<file path="config.mk">
export PLATFORM = sky130hd
export DESIGN_NAME = phybc_bank
export DESIGN_NICKNAME = d
export VERILOG_FILES = /design/src/verilog/phybc_pkg.sv /design/src/verilog/phybc_bank.sv
export VERILOG_INCLUDE_DIRS = /design/src /design/src/verilog
export SDC_FILE = /design/constraint.sdc
export NUM_CORES = 1
export LEC_CHECK = 0
export ABC_CLOCK_PERIOD_IN_PS = 3200
export BUFFER_PORTS_ARGS = -buffer_cell sky130_fd_sc_hd__buf_2
export CORE_UTILIZATION = 40
export DETAILED_ROUTE_END_ITERATION = 12
export MAX_ROUTING_LAYER = met4
export PLACE_DENSITY = 0.66
export SLEW_MARGIN = 40
export SYNTH_ARGS = -nofsm -noshare
export SYNTH_HDL_FRONTEND = slang
export SYNTH_SLANG_ARGS = --single-unit
</file>
<file path="constraint.sdc">
create_clock -name core_clk -period 3.2 [get_ports core_clk]
set_input_delay 0.32 -clock core_clk [delete_from_list [all_inputs] [get_ports core_clk]]
set_output_delay 0.32 -clock core_clk [all_outputs]
set_load 0.02 [all_outputs]
</file>
<file path="src/verilog/phybc_regs.svh">
// Offsets, field positions, reset values and timing counts for the PHY register bank
`ifndef PHYBC_REGS_SVH
`define PHYBC_REGS_SVH

// ---------------------------------------------------------------------------
// Register indices (byte address is four times the index)
// ---------------------------------------------------------------------------
`define PHYBC_IDX_BASIC_CONTROL   5'h00
`define PHYBC_IDX_BASIC_STATUS    5'h01
`define PHYBC_IDX_PHY_IDENT_HIGH  5'h02
`define PHYBC_IDX_PHY_IDENT_LOW   5'h03
`define PHYBC_IDX_AN_ADVERTISE    5'h04
`define PHYBC_IDX_PARTNER_ABILITY 5'h05
`define PHYBC_IDX_AN_EXPANSION    5'h06
`define PHYBC_IDX_VENDOR_CONTROL  5'h10
`define PHYBC_IDX_VENDOR_STATUS   5'h11
`define PHYBC_IDX_IRQ_ENABLE      5'h12
`define PHYBC_IDX_IRQ_STATUS      5'h13
`define PHYBC_IDX_DOWNSHIFT_CTRL  5'h14
`define PHYBC_IDX_RX_ERROR_COUNT  5'h15
`define PHYBC_IDX_CABLE_TEST_CTRL 5'h16
`define PHYBC_IDX_LED_CONTROL     5'h18
`define PHYBC_IDX_LED_OVERRIDE    5'h19
`define PHYBC_IDX_CABLE_TEST_STAT 5'h1C
`define PHYBC_IDX_EXT_ADDRESS     5'h1D
`define PHYBC_IDX_EXT_DATA        5'h1E

// ---------------------------------------------------------------------------
// Control register field positions
// ---------------------------------------------------------------------------
`define PHYBC_CTL_RESET     15
`define PHYBC_CTL_LOOPBACK  14
`define PHYBC_CTL_SPEED_LSB 13
`define PHYBC_CTL_AN_ENABLE 12
`define PHYBC_CTL_PWR_DOWN  11
`define PHYBC_CTL_AN_RESTRT 9
`define PHYBC_CTL_SPEED_MSB 6

// ---------------------------------------------------------------------------
// Reset values and constants
// ---------------------------------------------------------------------------
`define PHYBC_SPEED_10      2'h0
`define PHYBC_SPEED_100     2'h1
`define PHYBC_IRQ_BITS      3
`define PHYBC_IRQ_RXERR     0
`define PHYBC_IRQ_SWRESET   1
`define PHYBC_IRQ_PWRUP     2
// Identifier words: arbitrary values, not tied to any maker
`define PHYBC_IDENT_HIGH    16'h1234
`define PHYBC_IDENT_LOW     16'h5670
`define PHYBC_STATUS_VALUE  16'h7809
`define PHYBC_EXT_DEPTH     8
// Software reset pulse length
`define PHYBC_SWRST_NS      100
`define PHYBC_CLK_MHZ       50
`define PHYBC_SWRST_CYC     ((`PHYBC_SWRST_NS*`PHYBC_CLK_MHZ+999)/1000)

`endif
</file>
<file path="src/verilog/phybc_pkg.sv">
// Types for the PHY register bank
package phybc_pkg;

    // Register bank state
    typedef struct packed {
        logic        ack;
        logic [31:0] rdata;
        logic        loopback;
        logic [1:0]  speed;
        logic        an_enable;
        logic        pwr_down;
        logic        an_restart;
        logic [2:0]  swrst_cnt;
        logic [15:0] an_advertise;
        logic [15:0] vendor_control;
        logic [15:0] irq_enable;
        logic [15:0] irq_status;
        logic [15:0] downshift;
        logic [15:0] rx_err_cnt;
        logic [15:0] cable_ctrl;
        logic [15:0] led_ctrl;
        logic [15:0] led_ovr;
        logic [15:0] ext_addr;
        logic [2:0]  irq_mask;
        logic [2:0]  irq_sticky;
        logic        rxerr_s1;
        logic        rxerr_s2;
        logic        rxerr_s3;
        logic        strap_done;
    } phybc_state_type;

endpackage : phybc_pkg

</file>
<file path="src/verilog/phybc_bank.sv">
// PHY management register bank with Wishbone slave and interrupt
//
// Functional notes
// RL1: Writing one to the control reset bit starts a partial reset at once.
// RL2: The control reset bit clears itself so reads return zero afterwards.
// RL3: Loopback bit one loops MII transmit to receive and drops the link.
// RL4: At hardware reset speed loads 01 if autoneg enabled, else {0,strap}.
// RL5: Speed code 00 is 10 Mb/s, 01 is 100 Mb/s, 10 and 11 reserved.
// RL6: At hardware reset the autoneg enable bit loads from its strap.
// RL7: Autoneg enable is read/write; one enables autonegotiation.
// RL8: Leaving power-down triggers software reset and autoneg restart.
// RL9: Extended registers are reached via address port 29 and data port 30.
// RL10: Base indices decode as listed, with 18/19 irq and 21 rx errors.
// RL11: Power-down bit one enters power-down regardless of reset bits.
// RL12: Registers are 16 bits wide, indexed by the listed offset.
//
// Decided for this implementation: register access over Wishbone.
`timescale 1ns/1ps
`include "phybc_regs.svh"

module phybc_bank (
    // Clock and reset
    input  wire logic        core_clk,
    input  wire logic        reset,
    // Wishbone slave
    input  wire logic        wb_cyc_i,
    input  wire logic        wb_stb_i,
    input  wire logic        wb_we_i,
    input  wire logic [7:0]  wb_adr_i,
    input  wire logic [3:0]  wb_sel_i,
    input  wire logic [31:0] wb_dat_i,
    output logic      [31:0] wb_dat_o,
    output logic             wb_ack_o,
    // Straps
    input  wire logic        speed_strap,
    input  wire logic        an_enable_strap,
    // PHY core side
    input  wire logic        rx_error_pulse,
    input  wire logic [15:0] partner_ability,
    input  wire logic [15:0] vendor_status,
    input  wire logic [15:0] cable_status,
    output logic             soft_reset,
    output logic             loopback_en,
    output logic             link_drop,
    output logic [1:0]       speed_sel,
    output logic             speed_reserved,
    output logic             an_enable,
    output logic             an_restart,
    output logic             power_down,
    // Interrupt
    output logic             irq
);

    phybc_pkg::phybc_state_type st_reg;
    phybc_pkg::phybc_state_type st_next;

    // Extended register storage
    logic [15:0] ext_mem_reg [0:`PHYBC_EXT_DEPTH-1];

    logic        req;
    logic        wr;
    logic        rd;
    logic [4:0]  idx;
    logic [15:0] wdat;
    logic [15:0] ctl_rd;
    logic [15:0] rd16;
    logic [2:0]  ext_idx;
    logic        sw_start;
    logic        rxerr_evt;

    // ------------------------------------------------------------------
    // Request decode
    // ------------------------------------------------------------------
    // One-cycle ack; request seen only while no ack is pending
    assign req     = wb_cyc_i & wb_stb_i & ~st_reg.ack;
    assign wr      = req & wb_we_i & (&wb_sel_i[1:0]);
    assign rd      = req & ~wb_we_i;
    assign idx     = wb_adr_i[6:2];
    assign wdat    = wb_dat_i[15:0];
    assign ext_idx = st_reg.ext_addr[2:0];
    assign rxerr_evt = st_reg.rxerr_s2 & ~st_reg.rxerr_s3;

    // Control register read image; reset bit always reads zero
    always_comb
    begin
        ctl_rd = 16'h0000;
        ctl_rd[`PHYBC_CTL_LOOPBACK]  = st_reg.loopback;
        ctl_rd[`PHYBC_CTL_SPEED_LSB] = st_reg.speed[0];
        ctl_rd[`PHYBC_CTL_SPEED_MSB] = st_reg.speed[1];
        ctl_rd[`PHYBC_CTL_AN_ENABLE] = st_reg.an_enable;
        ctl_rd[`PHYBC_CTL_PWR_DOWN]  = st_reg.pwr_down;
    end

    // ------------------------------------------------------------------
    // Read mux
    // ------------------------------------------------------------------
    always_comb
    begin
        case (idx) // RL10 RL12
            `PHYBC_IDX_BASIC_CONTROL:   rd16 = ctl_rd; // RL2
            `PHYBC_IDX_BASIC_STATUS:    rd16 = `PHYBC_STATUS_VALUE;
            `PHYBC_IDX_PHY_IDENT_HIGH:  rd16 = `PHYBC_IDENT_HIGH;
            `PHYBC_IDX_PHY_IDENT_LOW:   rd16 = `PHYBC_IDENT_LOW;
            `PHYBC_IDX_AN_ADVERTISE:    rd16 = st_reg.an_advertise;
            `PHYBC_IDX_PARTNER_ABILITY: rd16 = partner_ability;
            `PHYBC_IDX_AN_EXPANSION:    rd16 = 16'h0000;
            `PHYBC_IDX_VENDOR_CONTROL:  rd16 = st_reg.vendor_control;
            `PHYBC_IDX_VENDOR_STATUS:   rd16 = vendor_status;
            `PHYBC_IDX_IRQ_ENABLE:      rd16 = st_reg.irq_enable;
            `PHYBC_IDX_IRQ_STATUS:      rd16 = st_reg.irq_status;
            `PHYBC_IDX_DOWNSHIFT_CTRL:  rd16 = st_reg.downshift;
            `PHYBC_IDX_RX_ERROR_COUNT:  rd16 = st_reg.rx_err_cnt;
            `PHYBC_IDX_CABLE_TEST_CTRL: rd16 = st_reg.cable_ctrl;
            `PHYBC_IDX_LED_CONTROL:     rd16 = st_reg.led_ctrl;
            `PHYBC_IDX_LED_OVERRIDE:    rd16 = st_reg.led_ovr;
            `PHYBC_IDX_CABLE_TEST_STAT: rd16 = cable_status;
            `PHYBC_IDX_EXT_ADDRESS:     rd16 = st_reg.ext_addr; // RL9
            `PHYBC_IDX_EXT_DATA:        rd16 = ext_mem_reg[ext_idx]; // RL9
            5'h1F:                      rd16 = {13'h0000, st_reg.irq_sticky};
            default:                    rd16 = 16'h0000;
        endcase
        if (wb_adr_i[7])
        begin
            // Interrupt mask register sits above the PHY map
            rd16 = (idx == 5'h00) ? {13'h0000, st_reg.irq_mask} : 16'h0000;
        end
    end

    // Software reset start: write of one or leaving power-down
    assign sw_start = (wr & ~wb_adr_i[7] & (idx == `PHYBC_IDX_BASIC_CONTROL)
                       & wdat[`PHYBC_CTL_RESET]) // RL1
                    | (wr & ~wb_adr_i[7] & (idx == `PHYBC_IDX_BASIC_CONTROL)
                       & st_reg.pwr_down & ~wdat[`PHYBC_CTL_PWR_DOWN]); // RL8

    // ------------------------------------------------------------------
    // Next state
    // ------------------------------------------------------------------
    always_comb
    begin
        st_next = st_reg;
        st_next.ack = req;
        st_next.rdata = {16'h0000, rd16};
        // Receive error pin synchroniser and edge
        st_next.rxerr_s1 = rx_error_pulse;
        st_next.rxerr_s2 = st_reg.rxerr_s1;
        st_next.rxerr_s3 = st_reg.rxerr_s2;
        // Straps caught once after reset release
        if (!st_reg.strap_done)
        begin
            st_next.strap_done = 1'b1;
            st_next.an_enable = an_enable_strap; // RL6
            st_next.speed = an_enable_strap ? `PHYBC_SPEED_100
                          : {1'b0, speed_strap}; // RL4
        end
        // Software reset pulse countdown
        if (st_reg.swrst_cnt != 3'h0)
        begin
            st_next.swrst_cnt = st_reg.swrst_cnt - 3'h1;
        end
        st_next.an_restart = 1'b0;
        // Register writes
        if (wr && !wb_adr_i[7])
        begin
            case (idx)
                `PHYBC_IDX_BASIC_CONTROL:
                begin
                    st_next.loopback  = wdat[`PHYBC_CTL_LOOPBACK]; // RL3
                    st_next.speed[0]  = wdat[`PHYBC_CTL_SPEED_LSB]; // RL5
                    st_next.an_enable = wdat[`PHYBC_CTL_AN_ENABLE]; // RL7
                    st_next.pwr_down  = wdat[`PHYBC_CTL_PWR_DOWN]; // RL11
                    st_next.an_restart = wdat[`PHYBC_CTL_AN_RESTRT];
                end
                `PHYBC_IDX_AN_ADVERTISE:    st_next.an_advertise = wdat;
                `PHYBC_IDX_VENDOR_CONTROL:  st_next.vendor_control = wdat;
                `PHYBC_IDX_IRQ_ENABLE:      st_next.irq_enable = wdat;
                `PHYBC_IDX_DOWNSHIFT_CTRL:  st_next.downshift = wdat;
                `PHYBC_IDX_CABLE_TEST_CTRL: st_next.cable_ctrl = wdat;
                `PHYBC_IDX_LED_CONTROL:     st_next.led_ctrl = wdat;
                `PHYBC_IDX_LED_OVERRIDE:    st_next.led_ovr = wdat;
                `PHYBC_IDX_EXT_ADDRESS:     st_next.ext_addr = wdat; // RL9
                default:                    ;
            endcase
        end
        if (wr && wb_adr_i[7] && idx == 5'h00)
        begin
            st_next.irq_mask = wdat[2:0];
        end
        // Software reset: load the pulse count, clear loopback, restart autoneg
        if (sw_start)
        begin
            st_next.swrst_cnt  = 3'(`PHYBC_SWRST_CYC); // RL1
            st_next.loopback   = 1'b0;
            st_next.an_restart = 1'b1; // RL8
        end
        // Clear-on-read then event sets, so an event wins over the clear
        if (rd && !wb_adr_i[7] && idx == `PHYBC_IDX_IRQ_STATUS)
        begin
            st_next.irq_status = 16'h0000;
        end
        if (rd && !wb_adr_i[7] && idx == 5'h1F)
        begin
            st_next.irq_sticky = 3'h0;
        end
        if (rxerr_evt)
        begin
            st_next.rx_err_cnt = st_reg.rx_err_cnt + 16'h0001; // RL10
            st_next.irq_status[`PHYBC_IRQ_RXERR] = 1'b1;
            st_next.irq_sticky[`PHYBC_IRQ_RXERR] = 1'b1;
        end
        if (sw_start)
        begin
            st_next.irq_sticky[`PHYBC_IRQ_SWRESET] = 1'b1;
        end
        if (st_reg.pwr_down && !st_next.pwr_down)
        begin
            st_next.irq_sticky[`PHYBC_IRQ_PWRUP] = 1'b1;
        end
    end

    // ------------------------------------------------------------------
    // State register
    // ------------------------------------------------------------------
    always_ff @(posedge core_clk)
    begin
        if (reset)
        begin
            st_reg <= '0;
        end
        else
        begin
            st_reg <= st_next;
        end
    end

    // Extended register writes through the data port
    always_ff @(posedge core_clk)
    begin
        if (wr && !wb_adr_i[7] && idx == `PHYBC_IDX_EXT_DATA)
        begin
            ext_mem_reg[ext_idx] <= wdat; // RL9
        end
    end

    // ------------------------------------------------------------------
    // Outputs
    // ------------------------------------------------------------------
    assign wb_ack_o       = st_reg.ack;
    assign wb_dat_o       = st_reg.rdata;
    assign soft_reset     = (st_reg.swrst_cnt != 3'h0); // RL1
    assign loopback_en    = st_reg.loopback; // RL3
    assign link_drop      = st_reg.loopback | st_reg.pwr_down; // RL3
    assign speed_sel      = st_reg.speed; // RL5
    assign speed_reserved = st_reg.speed[1]; // RL5
    assign an_enable      = st_reg.an_enable; // RL7
    assign an_restart     = st_reg.an_restart; // RL8
    assign power_down     = st_reg.pwr_down; // RL11
    assign irq            = |(st_reg.irq_sticky & st_reg.irq_mask);

endmodule : phybc_bank

</file>
==> flow_metrics.py, run 1 <==
metrics = {
    "synthesis": {
        "seq_area_frac_synth_pct": 55.6,
        "synth_top_family_by_area": "simple AND/OR/NAND/NOR gates",
        "synth_xor_area_share_pct": 0.844,
        "synth_fa_ha_area_share_pct": 0.278,
        "synth_compound_area_share_pct": 12.9,
        "ys_warn_count": 0,
        "syn_inst": 1277,
        "async_flop_share_pct": 0,
        "synth_edf_count": 128,
        "synth_seq_cells": 311,
        "muxShareOfSynthArea_pct": 7.09,
        "synthFlopType": "dfxtp_1",
        "ys_types": 73,
        "avgSynthCellArea_um2": 10.6,
        "synth-simple-area-share_pct": 17.4,
        "syn_area_um2": 13500,
    },
    "placement": {
        "placed_area_um2": 14300,
        "place_inst": 1762,
        "gp_congestion": 0.941,
        "numPortBuffers": 104,
        "hpwl_um": 27100,
    },
    "job": {
        "drv_cap": 0,
    },
    "cts": {
        "clock_path_buffers": 3,
        "root_buffer": "clkbuf_16",
        "cts_tree": "yes",
        "cts_num_sinks": 311,
        "post-cts-setup-buffers": 0,
        "clk_pin_slew_ns": 0.06,
        "cts-buffers-inserted": 35,
        "htree_levels": 2,
        "postCtsResizedCells": 0,
        "clock_latency_ns": 0.53,
        "hold_buffers": 0,
    },
    "grt": {
        "grt_overflow_total": 0,
        "first_global_vias": 9830,
        "grtUsageTotal_pct": 24.0,
        "grt_max_degree": 132,
        "antenna_found_initial": 1,
        "grt_pass1_wl_um": 59700,
    },
    "sta": {
        "final_max_slew_viol_count": 0,
        "hold_violations": 0,
        "setup_viol": 0,
        "rsz0062_at_grt": "no",
        "slew-limit-headroom_pct": 40.2,
        "period_share_pct": 74.1,
        "fin_worst_skew_ns": 0.0273,
        "worstMarginPinSlew_ns": 0.894,
        "fin_tns_setup_ns": 0,
        "fmax_ghz": 0.422,
        "period_needed_ns": 2.37,
    },
    "setup_path": {
        "start_kind": "flop",
        "r2r_slack_ns": 0.83,
        "cp_max_fo": 16,
        "ff2ff_path_depth": 6,
        "critPathRequiredTime_ns": 3.64,
        "arrival_ns": 2.81,
        "critical_path_class": "flop to flop",
        "crit_path_end_kind": "flop",
        "timing.rr.start": "wb_ack_o",
        "r2r_end": "st_reg[62]",
    },
    "detailed_routing": {
        "drtIter0Drc": 1117,
        "drt_first_pass_iters": 6,
        "wl_per_cell_um": 21.9,
        "vias": 10400,
        "wl_um": 39900,
        "viasPerCell": 5.71,
        "ant_nets": 0,
        "drc": 0,
    },
    "finish": {
        "layout-drive-gt1-share_pct": 19.9,
        "stdcell_count": 1824,
        "final.fill_count": 3056,
        "fin_area_um2": 15400,
        "largest_reg_flops": 153,
        "nNetsFinal": 1460,
        "area_growth_pct": 13.9,
        "multi_input_area_um2": 5290,
        "register_area_um2": 7510,
    },
    "die": {
        "pin_count": 143,
        "die_area_um2": 34500,
        "die_w_um": 186,
        "core_area_um2": 32900,
        "die_height_um": 186,
        "initial_core_util_pct": 41.1,
        "num_rows": 66,
    },
    "min_path": {
        "hold_end": "st_next[2]",
        "hold_class": "primary input to flop",
        "min_path_cells": 2,
        "hold_start": "rx_error_pulse",
    },
    "status": {
        "status": "finished, final reports clean",
    },
    "power_and_ir_drop": {
        "irDropWorstVdd_uv": 299,
        "power_density_nw_per_um2": 550,
        "p_leak_uw": 0.00520,
    },
}
-- layer usage --
| layer | track usage (%) | vias to the layer above | wire [µm] |
|---|---|---|---|
| li1 | - | 4709 | - |
| met1 | 32.0 | 5114 | 17100 |
| met2 | 36.0 | 498 | 18100 |
| met3 | 4.72 | 88 | 3390 |
| met4 | 9.54 | 0 | 1410 |
| met5 | - | - | 0 |
-- worst max path at each step --
| stage | startpoint | endpoint | slack, ns | depth (start not counted) |
|---|---|---|---|---|
| final | wb_ack_o | st_reg[62] | 0.83 | 6 |
| after floorplan | wb_ack_o | ext_mem_reg[0][0] | 0.19 | 5 |
| after CTS | wb_ack_o | st_reg[62] | 0.85 | 6 |
| after detailed placement | wb_adr_i[5] | wb_dat_o[5] | 0.56 | 8 |
| after global placement | wb_adr_i[4] | wb_dat_o[10] | 0.53 | 6 |
| after global routing | wb_ack_o | st_reg[65] | 0.75 | 6 |
-- cells in the mapped netlist (3+ instances only) --
master,number,area (µm²)
nand2_1,300,1130
dfxtp_1,183,3660
a21oi_1,143,716
edfxtp_1,128,3840
a22oi_1,56,420
buf_4,49,368
nor2_1,44,165
buf_2,35,175
clkbuf_1,34,128
mux4_2,33,743
nand3_1,19,95.1
mux2i_1,18,180
nand4_1,18,113
a22o_1,16,140
nor3_1,16,80.1
and3_1,10,62.6
nand2b_1,10,62.6
nor2b_1,10,62.6
o21ai_0,9,45.0
nor3_4,8,130
o31a_1,8,70.1
xnor2_1,8,70.1
inv_1,7,26.3
a31oi_1,6,37.5
buf_6,6,67.6
nor4_1,6,37.5
nor2_2,5,31.3
o21ai_1,5,25.0
or3_1,5,31.3
xor2_1,5,43.8
a221oi_1,4,35.0
a222oi_1,4,40.0
and4_1,4,35.0
nor2_4,4,45.0
a2111oi_0,3,26.3
a211oi_1,3,22.5
ha_1,3,37.5
mux2_2,3,33.8
nand3b_4,3,60.1
-- power breakdown --
part / switching [µW] / internal [µW] / total (µW)
Combinational: 330 / 146 / 476
Sequential: 16.4 / 4150 / 4170
Clock: 1570 / 2230 / 3800
-- cells in the final DEF, fill, tap and decap left out, types with 7 or more instances in the layout --
master / n
a21oi_1: 143
a22o_1: 16
a22oi_1: 56
and3_1: 10
buf_2: 103
buf_4: 48
clkbuf_1: 15
clkbuf_16: 35
conb_1: 18
dfxtp_1: 182
edfxtp_1: 128
inv_1: 7
mux2i_1: 18
mux4_2: 33
nand2_1: 299
nand2b_1: 10
nand3_1: 19
nand4_1: 18
nor2_1: 43
nor2b_1: 9
nor3_1: 14
nor3_4: 8
o21ai_0: 9
o31a_1: 8
xnor2_1: 8
-- logic make-up (layout without fill, tap and decap cells) --
| kind of cell | after synthesis | in the layout |
|---|---|---|
| AND/OR/NAND/NOR | 485 | 485 |
| flip-flops | 311 | 311 |
| AO/OA/AOI/OAI | 275 | 275 |
| buffers and inverters | 135 | 222 |
| multiplexers | 54 | 54 |
| XOR/XNOR | 13 | 13 |
| adder cells (fa/ha/maj) | 3 | 3 |
| other | 1 | 19 |
-- worst max-delay path, cell delays in order, from the launching register on --
cell and delay [ns]:
dfxtp_1 0.31, nand3b_4 0.19, or3_1 0.49, buf_4 0.26, nor3_4 0.74, nand2_1 0.13
a21oi_1 0.16
-- through the flow --
step,worst slack (ns),total power (µW),hold WS (ns),utilization (%)
after floorplan,0.191,4550,0.414,-
after global placement,0.532,4710,0.431,43.5
after detailed placement,0.560,4720,0.435,43.5
after CTS,0.853,8490,0.00913,46.7
after global routing,0.749,8690,0.0497,46.7
final,0.828,8450,0.00521,46.7
-- layout make-up --
type	instances	share of cell area (%)
Clock inverter	6	0.448
Multi-Input combinational cell	848	34.4
Inverter	8	0.195
Clock buffer	55	6.51
Sequential cell	311	48.9
Antenna cell	1	0.0163
Tap cell	442	3.60
Timing Repair Buffer	153	5.96
(Power assumes the default switching activity.)
==> run 2, diff against run 1 <==
--- a/config.mk
+++ b/config.mk
@@ -6,7 +6,7 @@
 export SDC_FILE = /design/constraint.sdc
 export NUM_CORES = 1
 export LEC_CHECK = 0
-export ABC_CLOCK_PERIOD_IN_PS = 3200
+export ABC_CLOCK_PERIOD_IN_PS = 2300
 export BUFFER_PORTS_ARGS = -buffer_cell sky130_fd_sc_hd__buf_2
 export CORE_UTILIZATION = 40
 export DETAILED_ROUTE_END_ITERATION = 12
==> constraint.sdc (replaced) <==
create_clock -name core_clk -period 2.3 [get_ports core_clk]
set_input_delay 0.23 -clock core_clk [delete_from_list [all_inputs] [get_ports core_clk]]
set_output_delay 0.23 -clock core_clk [all_outputs]
set_load 0.02 [all_outputs]
==> flow_metrics.py, run 2 (synthesized netlist as in run 1, its figures left out) <==
metrics = {
    "grt": {
        "grt_overflow_total": 0,
        "grt_max_degree": 82,
        "grt_pass1_wl_um": 61000,
        "first_global_vias": 9930,
        "grtUsageTotal_pct": 24.9,
        "antenna_found_initial": 1,
    },
    "setup_path": {
        "critPathRequiredTime_ns": 2.51,
        "ff2ff_path_depth": 5,
        "cp_max_fo": 16,
        "crit_path_end_kind": "flop",
        "r2r_slack_ns": 0.23,
        "critical_path_class": "flop to flop",
        "start_kind": "flop",
        "r2r_end": "ext_mem_reg[0][0]",
        "arrival_ns": 2.29,
        "timing.rr.start": "wb_ack_o",
    },
    "sta": {
        "period_needed_ns": 2.07,
        "rsz0062_at_grt": "no",
        "setup_viol": 0,
        "fin_tns_setup_ns": 0,
        "slew-limit-headroom_pct": 50.9,
        "period_share_pct": 90.1,
        "worstMarginPinSlew_ns": 0.735,
        "fmax_ghz": 0.482,
        "hold_violations": 0,
        "finalWorstSetupSlack_ns": 0.227,
        "fin_worst_skew_ns": 0.0227,
        "final_max_slew_viol_count": 0,
    },
    "placement": {
        "numPortBuffers": 104,
        "gp_congestion": 0.969,
        "post-place-ws_ns": -0.00753,
        "hpwl_um": 28600,
    },
    "cts": {
        "cts_tree": "yes",
        "root_buffer": "clkbuf_16",
        "clk_pin_slew_ns": 0.06,
        "clock_path_buffers": 3,
        "htree_levels": 2,
        "cts_num_sinks": 311,
        "cts-buffers-inserted": 34,
        "clock_latency_ns": 0.53,
    },
    "detailed_routing": {
        "wl_um": 41500,
        "drtIter0Drc": 1382,
        "ant_nets": 0,
        "drc": 0,
        "vias": 10700,
        "wl_per_cell_um": 22.3,
        "drt_first_pass_iters": 5,
        "viasPerCell": 5.72,
    },
    "finish": {
        "final_cell_mix": "300 x nand2_1, 181 x dfxtp_1, 143 x a21oi_1",
        "largest_reg_flops": 153,
        "nNetsFinal": 1498,
        "layout-drive-gt1-share_pct": 22.3,
        "register_area_um2": 7510,
        "area_growth_pct": 17.8,
        "multi_input_area_um2": 5300,
        "final.fill_count": 3040,
        "final_common_cell": "nand2_1",
    },
    "min_path": {
        "hold_end": "speed_sel[0]",
        "hold_start": "speed_strap",
        "min_path_cells": 3,
        "hold_class": "primary input to flop",
    },
    "die": {
        "die_height_um": 186,
        "core_area_um2": 32900,
        "die_area_um2": 34500,
        "num_rows": 66,
        "pin_count": 143,
        "die_w_um": 186,
        "initial_core_util_pct": 41.1,
    },
    "power_and_ir_drop": {
        "p_leak_uw": 0.00544,
        "power_density_nw_per_um2": 751,
        "irDropWorstVdd_uv": 572,
    },
    "job": {
        "drv_cap": 0,
    },
    "status": {
        "status": "finished, final reports clean",
    },
}
==> run 2: cell types whose count changed in the layout (fill, tap and decap cells not counted), sizes merged <==
cell | previous run | this run
buf | 153 | 189
bufinv | 1 | 3
clkbuf | 55 | 46
clkinv | 1 | 9
dlygate4sd3 | 0 | 3
inv | 11 | 10
==> run 2: worst max-delay path, cell delays in order (launching register included) <==
cell,delay [ns]
dfxtp_2,0.32
nand3b_4,0.17
or3_1,0.46
or3_4,0.41
nor3_4,0.21
buf_12,0.19
==> run 2: per-stage QoR <==
step | area (µm²) | total power [µW] | std cells | hold slack, ns | util, %
final | 15900 | 11900 | 1863 | 0.0592 | 48.4
after detailed placement | 14700 | 6580 | 1798 | 0.428 | 44.9
after global placement | 14700 | 6580 | 1798 | 0.427 | 44.8
after global routing | 15900 | 12300 | 1863 | 0.0769 | 48.4
after CTS | 15900 | 12000 | 1862 | 0.0599 | 48.3
after floorplan | 13600 | 6330 | 1294 | 0.329 | -
==> run 2: final cells by class <==
type,count,share of cell area [%]
clock inverter,15,1.04
tap,442,3.48
timing repair buffer,192,8.70
sequential,311,47.3
antenna,1,0.0157
clock buffer,46,5.96
inverter,8,0.189
multi-input combinational,848,33.4
==> run 2: what timing repair did <==
action                                  in CTS  in global routing
endpoints found under the setup margin       0                  0
resized for setup                            0                  0
hold buffers                                 3                  0
hold endpoints to repair                     2                  0
setup buffers                                0                  0
==> run 2: power breakdown <==
| group | switching [µW] | total [µW] | internal (µW) |
|---|---|---|---|
| sequential | 23.9 | 5800 | 5770 |
| combinational | 464 | 687 | 223 |
| clock | 2210 | 5460 | 3250 |
| total | 2700 | 11900 | 9240 |
==> run 2: worst max-delay path by stage <==
stage / from / endpoint / slack, ns
detailed placement: wb_adr_i[6] / st_reg[33] / -0.008
floorplan: wb_ack_o / ext_mem_reg[2][0] / -0.24
global route: wb_ack_o / st_reg[153] / 0.08
finish: wb_ack_o / ext_mem_reg[0][0] / 0.23
global placement: wb_adr_i[3] / st_reg[27] / 0.02
CTS: wb_ack_o / ext_mem_reg[6][15] / 0.23
==> run 2: routing by layer <==
| layer | share of wire, % | global-route usage (%) |
|---|---|---|
| met1 | 42 | 33.1 |
| met2 | 45 | 36.9 |
| met3 | 9.8 | 5.87 |
| met4 | 3.1 | 9.02 |
| met5 | 0 | - |
